<file path="src/dmss_pkg.sv">
// Shared constants for the display mode switch sequencer
package dmss_pkg;
    // Bus byte offsets
    localparam logic [7:0] OFS_OPMODE    = 8'h00;
    localparam logic [7:0] OFS_APER_CTL  = 8'h04;
    localparam logic [7:0] OFS_INT_EN    = 8'h10;
    localparam logic [7:0] OFS_INT_STS   = 8'h14;
    localparam logic [7:0] OFS_APER_IDX  = 8'h20;
    localparam logic [7:0] OFS_EXT_IDX   = 8'h28;
    localparam logic [7:0] OFS_EXT_DATA  = 8'h2C;
    localparam logic [7:0] OFS_CRTC_IDX  = 8'h40;
    localparam logic [7:0] OFS_CRTC_DATA = 8'h44;
    localparam logic [7:0] OFS_SEQ_IDX   = 8'h48;
    localparam logic [7:0] OFS_SEQ_DATA  = 8'h4C;
    localparam logic [7:0] OFS_ATTR      = 8'h50;
    localparam logic [7:0] OFS_INSTAT    = 8'h54;
    localparam logic [7:0] OFS_COMPAT_EN = 8'h58;
    localparam logic [7:0] OFS_STATUS    = 8'h5C;
    // Extended indexed registers
    localparam logic [6:0] EXT_HSYNC_LO  = 7'h1A;
    localparam logic [6:0] EXT_HSYNC_HI  = 7'h1B;
    localparam logic [6:0] EXT_VSYNC_END = 7'h2A;
    localparam logic [6:0] EXT_MODE1     = 7'h50;
    localparam logic [6:0] EXT_MODE2     = 7'h51;
    localparam logic [6:0] EXT_CLK_SEL   = 7'h54;
    localparam logic [6:0] EXT_PAL_MASK  = 7'h64;
    localparam logic [6:0] EXT_XCLK_SEL  = 7'h70;
    // Field positions and codes
    localparam int         M1_FBE_BIT    = 4;
    localparam logic [1:0] M1_ARM        = 2'h1;
    localparam logic [1:0] M1_HOLD       = 2'h0;
    localparam logic [1:0] M1_RUN        = 2'h3;
    localparam int         VSYNC_BLK_BIT = 5;
    localparam int         XCLK_INT_BIT  = 7;
    localparam logic [2:0] OPM_COMPAT    = 3'h1;
    localparam logic [2:0] OPM_TEXT132   = 3'h3;
    localparam logic [4:0] CRTC_LOCK_IDX = 5'h11;
    localparam int         CRTC_LOCK_BIT = 7;
    localparam logic [4:0] CRTC_LOCK_TOP = 5'h07;
    localparam logic [2:0] SEQ_CLKM_IDX  = 3'h1;
    localparam logic [4:0] ATTR_MODE_IDX = 5'h13;
    localparam int         ATTR_PAL_BIT  = 5;
    localparam logic [1:0] APER_SEL_A    = 2'h1;
    localparam logic [1:0] APER_SEL_B    = 2'h2;
    localparam logic [19:0] APER_BASE_A  = 20'hA0000;
    localparam logic [19:0] APER_BASE_B  = 20'hB0000;
    localparam int         APER_WIN_SH   = 16;
    localparam logic [19:0] TEXT_BASE    = 20'hB8000;
    localparam logic [7:0] COLS_TEXT132  = 8'h84;
    localparam logic [7:0] COLS_COMPAT   = 8'h50;
    localparam logic [7:0] BYTE_RST      = 8'h00;
    localparam logic [31:0] WORD_ZERO    = 32'h0000_0000;
    // Timing controller reset sequence
    typedef enum logic [1:0] {CRTC_RUNNING, CRTC_ARMED, CRTC_HELD} dmss_crtc_e;
endpackage : dmss_pkg

</file>
<file path="src/dmss_regfile.sv">
// Indexed byte register file with flat readout
`timescale 1ns/1ps
module dmss_regfile #(
    parameter int DEPTH = 128,
    parameter int AW    = 7
) (
    // Clock and reset
    input  wire logic          clk_sys,
    input  wire logic          rstn,
    // Write port
    input  wire logic          wr_en,
    input  wire logic [AW-1:0] wr_idx,
    input  wire logic [7:0]    wr_data,
    // Contents
    output logic      [7:0]    regs [DEPTH]
);
    genvar g;
    generate
        for (g = 0; g < DEPTH; g++) begin : g_ent
            wire hit = wr_en && (wr_idx == AW'(g));
            always_ff @(posedge clk_sys or negedge rstn) begin
                if (!rstn) regs[g] <= dmss_pkg::BYTE_RST;
                else if (hit) regs[g] <= wr_data;
            end
        end
    endgenerate
endmodule : dmss_regfile

</file>
<file path="src/dmss_attr.sv">
// Attribute controller index/data port
`timescale 1ns/1ps
module dmss_attr (
    // Clock and reset
    input  wire logic       clk_sys,
    input  wire logic       rstn,
    // Port accesses
    input  wire logic       wr_en,
    input  wire logic [7:0] wr_data,
    input  wire logic       flip_clr,
    // State
    output logic            data_phase_ff,
    output logic      [4:0] index_ff,
    output logic            pal_en_ff,
    output logic      [7:0] mode_ff
);
    wire idx_wr  = wr_en && !data_phase_ff;
    wire data_wr = wr_en && data_phase_ff;
    wire mode_wr = data_wr && (index_ff == dmss_pkg::ATTR_MODE_IDX);

    // Status read forces the index phase, even over a write
    always_ff @(posedge clk_sys or negedge rstn) begin
        if (!rstn) data_phase_ff <= 1'b0;
        else if (flip_clr) data_phase_ff <= 1'b0;
        else if (wr_en) data_phase_ff <= !data_phase_ff;
    end

    always_ff @(posedge clk_sys or negedge rstn) begin
        if (!rstn) begin
            index_ff  <= 5'h00;
            pal_en_ff <= 1'b0;
        end else if (idx_wr) begin
            index_ff  <= wr_data[4:0];
            pal_en_ff <= wr_data[dmss_pkg::ATTR_PAL_BIT];
        end
    end

    // Only the mode register is kept; other palette data is dropped
    always_ff @(posedge clk_sys or negedge rstn) begin
        if (!rstn) mode_ff <= dmss_pkg::BYTE_RST;
        else if (mode_wr) mode_ff <= wr_data;
    end
endmodule : dmss_attr

</file>
<file path="src/dmss_top.sv">
// Mode switch register block of the display subsystem
//
// The placing of the registers and the Avalon-MM interface to the registers were decided locally.
`timescale 1ns/1ps
module dmss_top #(
    parameter bit APER_1M_PRESENT = 1'b1,
    parameter bit APER_4M_PRESENT = 1'b1
) (
    // Clock and reset
    input  wire logic        clk_sys,
    input  wire logic        rstn,
    // Avalon-MM slave
    input  wire logic [7:0]  avs_address,
    input  wire logic        avs_read,
    input  wire logic        avs_write,
    input  wire logic [31:0] avs_writedata,
    input  wire logic [3:0]  avs_byteenable,
    output logic      [31:0] avs_readdata,
    output logic             avs_waitrequest,
    // Display events
    input  wire logic        frame_start,
    // Display pipeline controls
    output logic             frame_buffer_enable,
    output logic             timing_reset,
    output logic             compat_mode,
    output logic             text132_mode,
    output logic             compat_decode_en,
    output logic      [7:0]  pixel_clk_sel,
    output logic             int_clk_sel,
    output logic             vsync_irq_block,
    output logic      [7:0]  scale_factors,
    output logic      [7:0]  palette_mask,
    output logic             palette_enable,
    output logic             char_8dot,
    output logic             crtc_locked,
    // Text buffer
    output logic      [19:0] text_base_addr,
    output logic      [7:0]  text_columns,
    // Apertures
    output logic             aper64_en,
    output logic      [19:0] aper64_base,
    output logic      [21:0] aper_window_ofs,
    output logic             aper1m_en,
    output logic             aper4m_en
);
    // Bus handshake
    logic        wait_ff;
    wire         req    = avs_read || avs_write;
    wire         accept = req && !wait_ff;
    wire         wr_acc = avs_write && !wait_ff && avs_byteenable[0];
    wire         rd_acc = avs_read && !wait_ff;
    wire  [7:0]  wd     = avs_writedata[7:0];
    wire  [7:0]  ofs    = {avs_address[7:2], 2'b00};

    // One wait state keeps read data registered
    always_ff @(posedge clk_sys or negedge rstn) begin
        if (!rstn) wait_ff <= 1'b1;
        else wait_ff <= !(req && wait_ff);
    end

    // Plain registers
    logic [2:0] opmode_ff;
    logic [7:0] aper_ctl_ff;
    logic [7:0] int_en_ff;
    logic [7:0] int_sts_ff;
    logic [7:0] aper_idx_ff;
    logic [6:0] ext_idx_ff;
    logic [4:0] crtc_idx_ff;
    logic [2:0] seq_idx_ff;
    logic [7:0] seq_clkm_ff;
    logic       compat_en_ff;
    dmss_pkg::dmss_crtc_e crtc_st_ff;
    dmss_pkg::dmss_crtc_e nxt_crtc_st;

    wire wr_opmode  = wr_acc && ofs == dmss_pkg::OFS_OPMODE;
    wire wr_aper    = wr_acc && ofs == dmss_pkg::OFS_APER_CTL;
    wire wr_int_en  = wr_acc && ofs == dmss_pkg::OFS_INT_EN;
    wire wr_int_sts = wr_acc && ofs == dmss_pkg::OFS_INT_STS;
    wire wr_apidx   = wr_acc && ofs == dmss_pkg::OFS_APER_IDX;
    wire wr_ext_idx = wr_acc && ofs == dmss_pkg::OFS_EXT_IDX;
    wire wr_ext_dat = wr_acc && ofs == dmss_pkg::OFS_EXT_DATA;
    wire wr_crtc_ix = wr_acc && ofs == dmss_pkg::OFS_CRTC_IDX;
    wire wr_crtc_dt = wr_acc && ofs == dmss_pkg::OFS_CRTC_DATA;
    wire wr_seq_idx = wr_acc && ofs == dmss_pkg::OFS_SEQ_IDX;
    wire wr_seq_dat = wr_acc && ofs == dmss_pkg::OFS_SEQ_DATA;
    wire wr_attr    = wr_acc && ofs == dmss_pkg::OFS_ATTR;
    wire wr_cmp_en  = wr_acc && ofs == dmss_pkg::OFS_COMPAT_EN;
    wire rd_instat  = rd_acc && ofs == dmss_pkg::OFS_INSTAT;

    // Extended and compatible timing register files
    logic [7:0] ext_regs [128];
    logic [7:0] crtc_regs [32];
    dmss_regfile #(.DEPTH(128), .AW(7)) u_ext (
        .clk_sys (clk_sys),
        .rstn    (rstn),
        .wr_en   (wr_ext_dat),
        .wr_idx  (ext_idx_ff),
        .wr_data (wd),
        .regs    (ext_regs)
    );

    wire lock_bit  = crtc_regs[dmss_pkg::CRTC_LOCK_IDX][dmss_pkg::CRTC_LOCK_BIT];
    wire crtc_prot = lock_bit && (crtc_idx_ff <= dmss_pkg::CRTC_LOCK_TOP);
    wire crtc_we   = wr_crtc_dt && !crtc_prot;
    dmss_regfile #(.DEPTH(32), .AW(5)) u_crtc (
        .clk_sys (clk_sys),
        .rstn    (rstn),
        .wr_en   (crtc_we),
        .wr_idx  (crtc_idx_ff),
        .wr_data (wd),
        .regs    (crtc_regs)
    );

    logic       attr_phase;
    logic [4:0] attr_idx;
    logic       attr_pal;
    logic [7:0] attr_mode;
    dmss_attr u_attr (
        .clk_sys       (clk_sys),
        .rstn          (rstn),
        .wr_en         (wr_attr),
        .wr_data       (wd),
        .flip_clr      (rd_instat),
        .data_phase_ff (attr_phase),
        .index_ff      (attr_idx),
        .pal_en_ff     (attr_pal),
        .mode_ff       (attr_mode)
    );

    wire vs_blk  = ext_regs[dmss_pkg::EXT_VSYNC_END][dmss_pkg::VSYNC_BLK_BIT];
    wire vs_set  = frame_start && int_en_ff[0] && !vs_blk;
    // Set wins over a simultaneous write-one clear
    wire [7:0] nxt_int_sts = (int_sts_ff & ~(wr_int_sts ? wd : 8'h00)) | {7'h00, vs_set};

    always_ff @(posedge clk_sys or negedge rstn) begin
        if (!rstn) begin
            opmode_ff    <= 3'h0;
            aper_ctl_ff  <= dmss_pkg::BYTE_RST;
            int_en_ff    <= dmss_pkg::BYTE_RST;
            int_sts_ff   <= dmss_pkg::BYTE_RST;
            aper_idx_ff  <= dmss_pkg::BYTE_RST;
            ext_idx_ff   <= 7'h00;
            crtc_idx_ff  <= 5'h00;
            seq_idx_ff   <= 3'h0;
            seq_clkm_ff  <= dmss_pkg::BYTE_RST;
            compat_en_ff <= 1'b0;
        end else begin
            if (wr_opmode) opmode_ff <= wd[2:0];
            if (wr_aper) aper_ctl_ff <= wd;
            if (wr_int_en) int_en_ff <= wd;
            int_sts_ff <= nxt_int_sts;
            if (wr_apidx) aper_idx_ff <= wd;
            if (wr_ext_idx) ext_idx_ff <= wd[6:0];
            if (wr_crtc_ix) crtc_idx_ff <= wd[4:0];
            if (wr_seq_idx) seq_idx_ff <= wd[2:0];
            if (wr_seq_dat && seq_idx_ff == dmss_pkg::SEQ_CLKM_IDX) seq_clkm_ff <= wd;
            if (wr_cmp_en) compat_en_ff <= wd[0];
        end
    end

    // Low bits walk arm, hold, run
    wire       wr_mode1 = wr_ext_dat && ext_idx_ff == dmss_pkg::EXT_MODE1;
    wire [1:0] m1_code  = wd[1:0];
    always_comb begin
        nxt_crtc_st = crtc_st_ff;
        if (wr_mode1) begin
            if (m1_code == dmss_pkg::M1_RUN) nxt_crtc_st = dmss_pkg::CRTC_RUNNING;
            else if (m1_code == dmss_pkg::M1_ARM && crtc_st_ff != dmss_pkg::CRTC_HELD)
                nxt_crtc_st = dmss_pkg::CRTC_ARMED;
            // Hold is only reached through arming, so a stray 00h is harmless
            else if (m1_code == dmss_pkg::M1_HOLD && crtc_st_ff != dmss_pkg::CRTC_RUNNING)
                nxt_crtc_st = dmss_pkg::CRTC_HELD;
        end
    end

    always_ff @(posedge clk_sys or negedge rstn) begin
        if (!rstn) crtc_st_ff <= dmss_pkg::CRTC_RUNNING;
        else crtc_st_ff <= nxt_crtc_st;
    end

    // Read mux
    wire [31:0] status_word = {14'h0000, attr_mode, attr_phase, attr_pal, crtc_prot, lock_bit,
                               compat_en_ff, opmode_ff, crtc_st_ff == dmss_pkg::CRTC_HELD,
                               crtc_st_ff == dmss_pkg::CRTC_ARMED};
    logic [31:0] rd_mux;
    always_comb begin
        unique case (ofs)
            dmss_pkg::OFS_OPMODE:    rd_mux = {29'h0, opmode_ff};
            dmss_pkg::OFS_APER_CTL:  rd_mux = {24'h0, aper_ctl_ff};
            dmss_pkg::OFS_INT_EN:    rd_mux = {24'h0, int_en_ff};
            dmss_pkg::OFS_INT_STS:   rd_mux = {24'h0, int_sts_ff};
            dmss_pkg::OFS_APER_IDX:  rd_mux = {24'h0, aper_idx_ff};
            dmss_pkg::OFS_EXT_IDX:   rd_mux = {25'h0, ext_idx_ff};
            dmss_pkg::OFS_EXT_DATA:  rd_mux = {24'h0, ext_regs[ext_idx_ff]};
            dmss_pkg::OFS_CRTC_IDX:  rd_mux = {27'h0, crtc_idx_ff};
            dmss_pkg::OFS_CRTC_DATA: rd_mux = {24'h0, crtc_regs[crtc_idx_ff]};
            dmss_pkg::OFS_SEQ_IDX:   rd_mux = {29'h0, seq_idx_ff};
            dmss_pkg::OFS_SEQ_DATA:  rd_mux = {24'h0, seq_clkm_ff};
            dmss_pkg::OFS_ATTR:      rd_mux = {26'h0, attr_pal, attr_idx};
            dmss_pkg::OFS_INSTAT:    rd_mux = {31'h0, attr_phase};
            dmss_pkg::OFS_COMPAT_EN: rd_mux = {31'h0, compat_en_ff};
            dmss_pkg::OFS_STATUS:    rd_mux = status_word;
            default:                 rd_mux = dmss_pkg::WORD_ZERO;
        endcase
    end

    // Derived display controls
    wire is_compat = opmode_ff == dmss_pkg::OPM_COMPAT;
    wire is_text   = opmode_ff == dmss_pkg::OPM_TEXT132;
    wire [1:0] aper_sel = aper_ctl_ff[1:0];
    wire [21:0] win_ofs = {aper_idx_ff[5:0], 16'h0000};

    always_ff @(posedge clk_sys or negedge rstn) begin
        if (!rstn) begin
            avs_readdata        <= dmss_pkg::WORD_ZERO;
            avs_waitrequest     <= 1'b1;
            frame_buffer_enable <= 1'b0;
            timing_reset        <= 1'b0;
            compat_mode         <= 1'b0;
            text132_mode        <= 1'b0;
            compat_decode_en    <= 1'b0;
            pixel_clk_sel       <= dmss_pkg::BYTE_RST;
            int_clk_sel         <= 1'b0;
            vsync_irq_block     <= 1'b0;
            scale_factors       <= dmss_pkg::BYTE_RST;
            palette_mask        <= dmss_pkg::BYTE_RST;
            palette_enable      <= 1'b0;
            char_8dot           <= 1'b0;
            crtc_locked         <= 1'b0;
            text_base_addr      <= dmss_pkg::TEXT_BASE;
            text_columns        <= dmss_pkg::COLS_COMPAT;
            aper64_en           <= 1'b0;
            aper64_base         <= dmss_pkg::APER_BASE_A;
            aper_window_ofs     <= 22'h000000;
            aper1m_en           <= 1'b0;
            aper4m_en           <= 1'b0;
        end else begin
            avs_readdata        <= rd_mux;
            avs_waitrequest     <= !(req && wait_ff);
            frame_buffer_enable <= ext_regs[dmss_pkg::EXT_MODE1][dmss_pkg::M1_FBE_BIT];
            timing_reset        <= nxt_crtc_st == dmss_pkg::CRTC_HELD;
            compat_mode         <= is_compat;
            text132_mode        <= is_text;
            compat_decode_en    <= compat_en_ff && (is_compat || is_text);
            pixel_clk_sel       <= ext_regs[dmss_pkg::EXT_CLK_SEL];
            int_clk_sel         <= ext_regs[dmss_pkg::EXT_XCLK_SEL][dmss_pkg::XCLK_INT_BIT];
            vsync_irq_block     <= vs_blk;
            scale_factors       <= ext_regs[dmss_pkg::EXT_MODE2];
            palette_mask        <= ext_regs[dmss_pkg::EXT_PAL_MASK];
            palette_enable      <= attr_pal;
            char_8dot           <= seq_clkm_ff[0];
            crtc_locked         <= lock_bit;
            text_base_addr      <= dmss_pkg::TEXT_BASE;
            text_columns        <= is_text ? dmss_pkg::COLS_TEXT132 : dmss_pkg::COLS_COMPAT;
            aper64_en           <= aper_sel == dmss_pkg::APER_SEL_A || aper_sel == dmss_pkg::APER_SEL_B;
            aper64_base         <= aper_sel == dmss_pkg::APER_SEL_B ? dmss_pkg::APER_BASE_B
                                                                    : dmss_pkg::APER_BASE_A;
            aper_window_ofs     <= win_ofs;
            aper1m_en           <= APER_1M_PRESENT;
            aper4m_en           <= APER_4M_PRESENT;
        end
    end

    // Unused upper write data and byte lanes are ignored by design
    wire unused_ok = accept;
endmodule : dmss_top

</file>
<file path="config.mk">
export PLATFORM = sky130hd
export DESIGN_NAME = dmss_top
export DESIGN_NICKNAME = d
export VERILOG_FILES = /design/src/dmss_pkg.sv /design/src/dmss_regfile.sv /design/src/dmss_attr.sv /design/src/dmss_top.sv
export SDC_FILE = /design/constraint.sdc
export NUM_CORES = 2
export LEC_CHECK = 0
export BUFFER_PORTS_ARGS = -buffer_cell sky130_fd_sc_hd__buf_4
export CAP_MARGIN = 20
export CORE_AREA = 2 2 409 411
export DETAILED_ROUTE_END_ITERATION = 10
export DIE_AREA = 0 0 411 413
export SLEW_MARGIN = 20
export SYNTH_ARGS = -nofsm -noshare
export SYNTH_HDL_FRONTEND = slang
export SYNTH_HIERARCHICAL = 1
export SYNTH_SLANG_ARGS = --single-unit
</file>
<file path="constraint.sdc">
create_clock -name clk_sys -period 7.1 [get_ports clk_sys]
set_input_delay 2.13 -clock clk_sys [delete_from_list [all_inputs] [get_ports clk_sys]]
set_output_delay 2.13 -clock clk_sys [all_outputs]
set_load 0.03 [all_outputs]
</file>
==> impl_metrics.toml <==
[yosys]
yosysWarnings = 6
ys_types = 88
yosysMostFrequentCell = "dfrtp_1"
synth_area_leaders = "dfrtp_1 54%, mux2_2 23%, mux4_2 10%, mux2i_1 1.9%, clkbuf_1 1.2%"
avgSynthCellArea_um2 = 15.24
postSynthCellCount = 4316
netlist_area_um2 = 65790
synth_edf_count = 0
synth_top_area_share_pct = 53.90
ys_seq_area_share_pct = 53.98
async_flop_share_pct = 100.0
yosysTopAreaCell = "dfrtp_1"
yosys-top-cells-count = "1417 x dfrtp_1, 1346 x mux2_2, 291 x mux4_2"
synth_seq_cells = 1419
synth-main-ff-cell = "dfrtp_1"

[floorplanning]
rows = 150
dieArea_um2 = 169700
core_area_um2 = 165900
die-width_um = 411
dieHeight_um = 413
ioPinCount = 189
start_util_pct = 39.65

[setup_path]
crit_slowest_cell = "or4b_2"
rr_worst_depth = 7
rrSetupSlack_ps = 2870
crit_top_cell = "buf_4"
worst-path-max-fanout = 24
r2r-start = "ext_idx_ff[1]"
start_kind = "primary input"
crit_path_end_kind = "flip-flop"
r2r-end = "avs_readdata[4]"
crit_path_max_incr_delay_ps = 750
crit_type = "in -> reg"
cp_cell_sequence = "buf_4 -> nor4b_1 -> nand3_1 -> nor2_4 -> buf_4 -> or4b_2 -> nor2_2 -> mux2_2"
crit_required_ps = 7750
cp.arrival_ps = 5670

[detailed_routing]
initialDrtViolationCount = 3033
wl_um = 172000
drc = 0
antenna_left = 0
vias = 37380
firstDrtPassIters = 6
wl_per_cell_um = 26.07
vias_per_cell = 5.666

[timing]
relSlewSlack_pct = 23.69
max_freq_mhz = 199.3
finalSetupTns_ps = 0
tightest_slew_ps = 1142
setup_viol_count_final = 0
drv_slew = 0
finalCriticalPeriod_ps = 5018
fin_crit_sh_pct = 70.67
rsz0062_at_grt = "no"
hold_viol = 0
skew_ps = 23.25

[power_and_ir_drop]
power_leakage_nw = 34.11
comb_power_share_pct = 4.8
irDropWorstVdd_uv = 256.6
p_seq_share_pct = 48.8
clkPwrFrac_pct = 46.4
swShare_pct = 23.53
power_density_nw_per_um2 = 230.0
power_mw = 16.76
switching_power_mw = 3.942
intPower_mw = 12.81

[cts]
clkLatencyLatePin_ps = 790
cts.repair.resized = 0
cts_hold_buf = 0
clock-sinks = 1419
htree_levels = 4
cts_buffer_depth = 3
post-cts-setup-buffers = 0
root_buffer = "clkbuf_16"
path_clk_slew_ps = 60
cts_buffers = 150
cts_tree = "yes"

[min_path]
min_path_cells = 0
holdPathEnd = "palette_mask[1]"
holdCritPathClass = "reg -> reg"
min_from = "u_ext/regs[217]"

[grt]
grt_pass1_vias = 38510
grt_remaining_overflow = 0
grtUsageTotal_pct = 20.45
grt_pass1_wl_um = 261200
grt_max_degree = 163
antenna_found_initial = 2

[placed_design]
io_buffers = 86
placed_cell_area_um2 = 68010
dp_hpwl_um = 108100
globalplace.congestion = 0.8092

[cells_and_area]
antenna_cells = 0
fillers = 14830
stdcell_area_um2 = 72840
drive_above_1_share_pct = 48.95
final_nets = 4333
area_delta_synth_final_pct = 10.73
final_util_pct = 43.91

[run_status]
status = "finished, final reports clean"

[job]
drv_cap = 0
[metrics by stage]
stage          hold WS (ps)  std cells  setup WS (ps)
3_3_place_gp          386.0       6335           1369
3_5_place_dp          393.6       6335           1343
6_report              402.1       6598           2082
4_1_cts               406.9       6598           2159
5_1_grt               417.5       6598           2035
2_1_floorplan         361.2       4388           2138
[cells in the final DEF, fill, tap and decap left out, types with 23 or more instances in the layout]
| cell | Yosys | layout |
|---|---|---|
| a21oi_1 | 38 | 38 |
| a22oi_1 | 23 | 23 |
| buf_4 | 97 | 146 |
| clkbuf_1 | 214 | 40 |
| clkbuf_16 | 0 | 153 |
| clkbuf_8 | 0 | 32 |
| conb_1 | 2 | 74 |
| dfrtp_1 | 1417 | 1408 |
| mux2_2 | 1346 | 1346 |
| mux2i_1 | 122 | 122 |
| mux4_2 | 291 | 291 |
| nand2_1 | 108 | 108 |
| nand3_1 | 24 | 24 |
| nor2_1 | 43 | 42 |
| nor2_2 | 41 | 41 |
| nor3_1 | 24 | 24 |
| o21ai_0 | 25 | 25 |
| o221ai_1 | 46 | 46 |
[layout make-up]
cell class              count  area, µm²  share of cell area, %
repair buffers            166       1434                  1.968
inverters                  14      52.55                0.07214
multi-input cells        2532      28230                  38.75
flip-flops and latches   1419      35540                  48.79
clock inverters            38      412.9                 0.5668
clock buffers             225       4419                  6.067
well taps                2204       2758                  3.786
[power groups by stage]
stage,combinational (mW),sequential (mW),clock [mW]
floorplan,0.489,8.29,0
global placement,0.823,8.32,0
detailed placement,0.829,8.32,0
CTS,0.829,8.17,7.97
global route,0.884,8.17,8.30
finish,0.812,8.17,7.77
[critical path: cells and delay by family]
| family | cells | cell delay (ps) |
|---|---|---|
| buffers and inverters | 2 | 590 |
| muxes | 1 | 400 |
| and+or+nand+nor | 5 | 2490 |
[kinds of logic (layout without fill, tap and decap cells)]
kind of cell	after synthesis	in the layout	share of synthesized area, %
multiplexers	1776	1776	35.42
flip-flops	1419	1419	53.98
XOR/XNOR	1	1	0.01332
buffers and inverters	437	443	3.576
other	2	74	0.01142
adder cells (fa/ha/maj)	1	1	0.01902
AND/OR/NAND/NOR	458	458	4.544
AO/OA/AOI/OAI	222	222	2.433
[metal layers]
metal,up-vias,GRT usage [%],share of wire [%]
met4,0,5.684,2.5
met2,887,32.22,47
met1,20360,29.52,46
met5,-,0,0
li1,15910,-,-
met3,220,2.961,4.4
[registers in the layout, indices dropped and copies added (netlist names), 3 cells and up]
| register | flops |
|---|---|
| int_sts_ff | 8 |
| avs_readdata | 18 |
| aper_window_ofs | 6 |
| scale_factors | 8 |
| ext_idx_ff | 7 |
| u_ext/regs | 1024 |
| aper_idx_ff | 8 |
| crtc_idx_ff | 5 |
| u_attr/mode_ff | 8 |
| pixel_clk_sel | 8 |
| aper_ctl_ff | 8 |
| opmode_ff | 3 |
| u_attr/index_ff | 5 |
| seq_idx_ff | 3 |
| palette_mask | 8 |
| seq_clkm_ff | 8 |
| int_en_ff | 8 |
| u_crtc/regs | 256 |
[worst max path at each step]
| stage | from | endpoint | slack, ps | cells past startpoint |
|---|---|---|---|---|
| 4_1_cts | avs_address[4] | u_ext/regs[221] | 2160 | 8 |
| 3_3_place_gp | avs_address[4] | u_ext/regs[217] | 1370 | 8 |
| 2_1_floorplan | avs_address[4] | u_crtc/regs[24] | 2140 | 9 |
| 6_report | avs_address[4] | u_ext/regs[221] | 2080 | 8 |
| 3_5_place_dp | avs_address[4] | u_ext/regs[221] | 1340 | 8 |
| 5_1_grt | avs_address[4] | u_ext/regs[593] | 2030 | 8 |
Power figures use the tool's default switching activity.
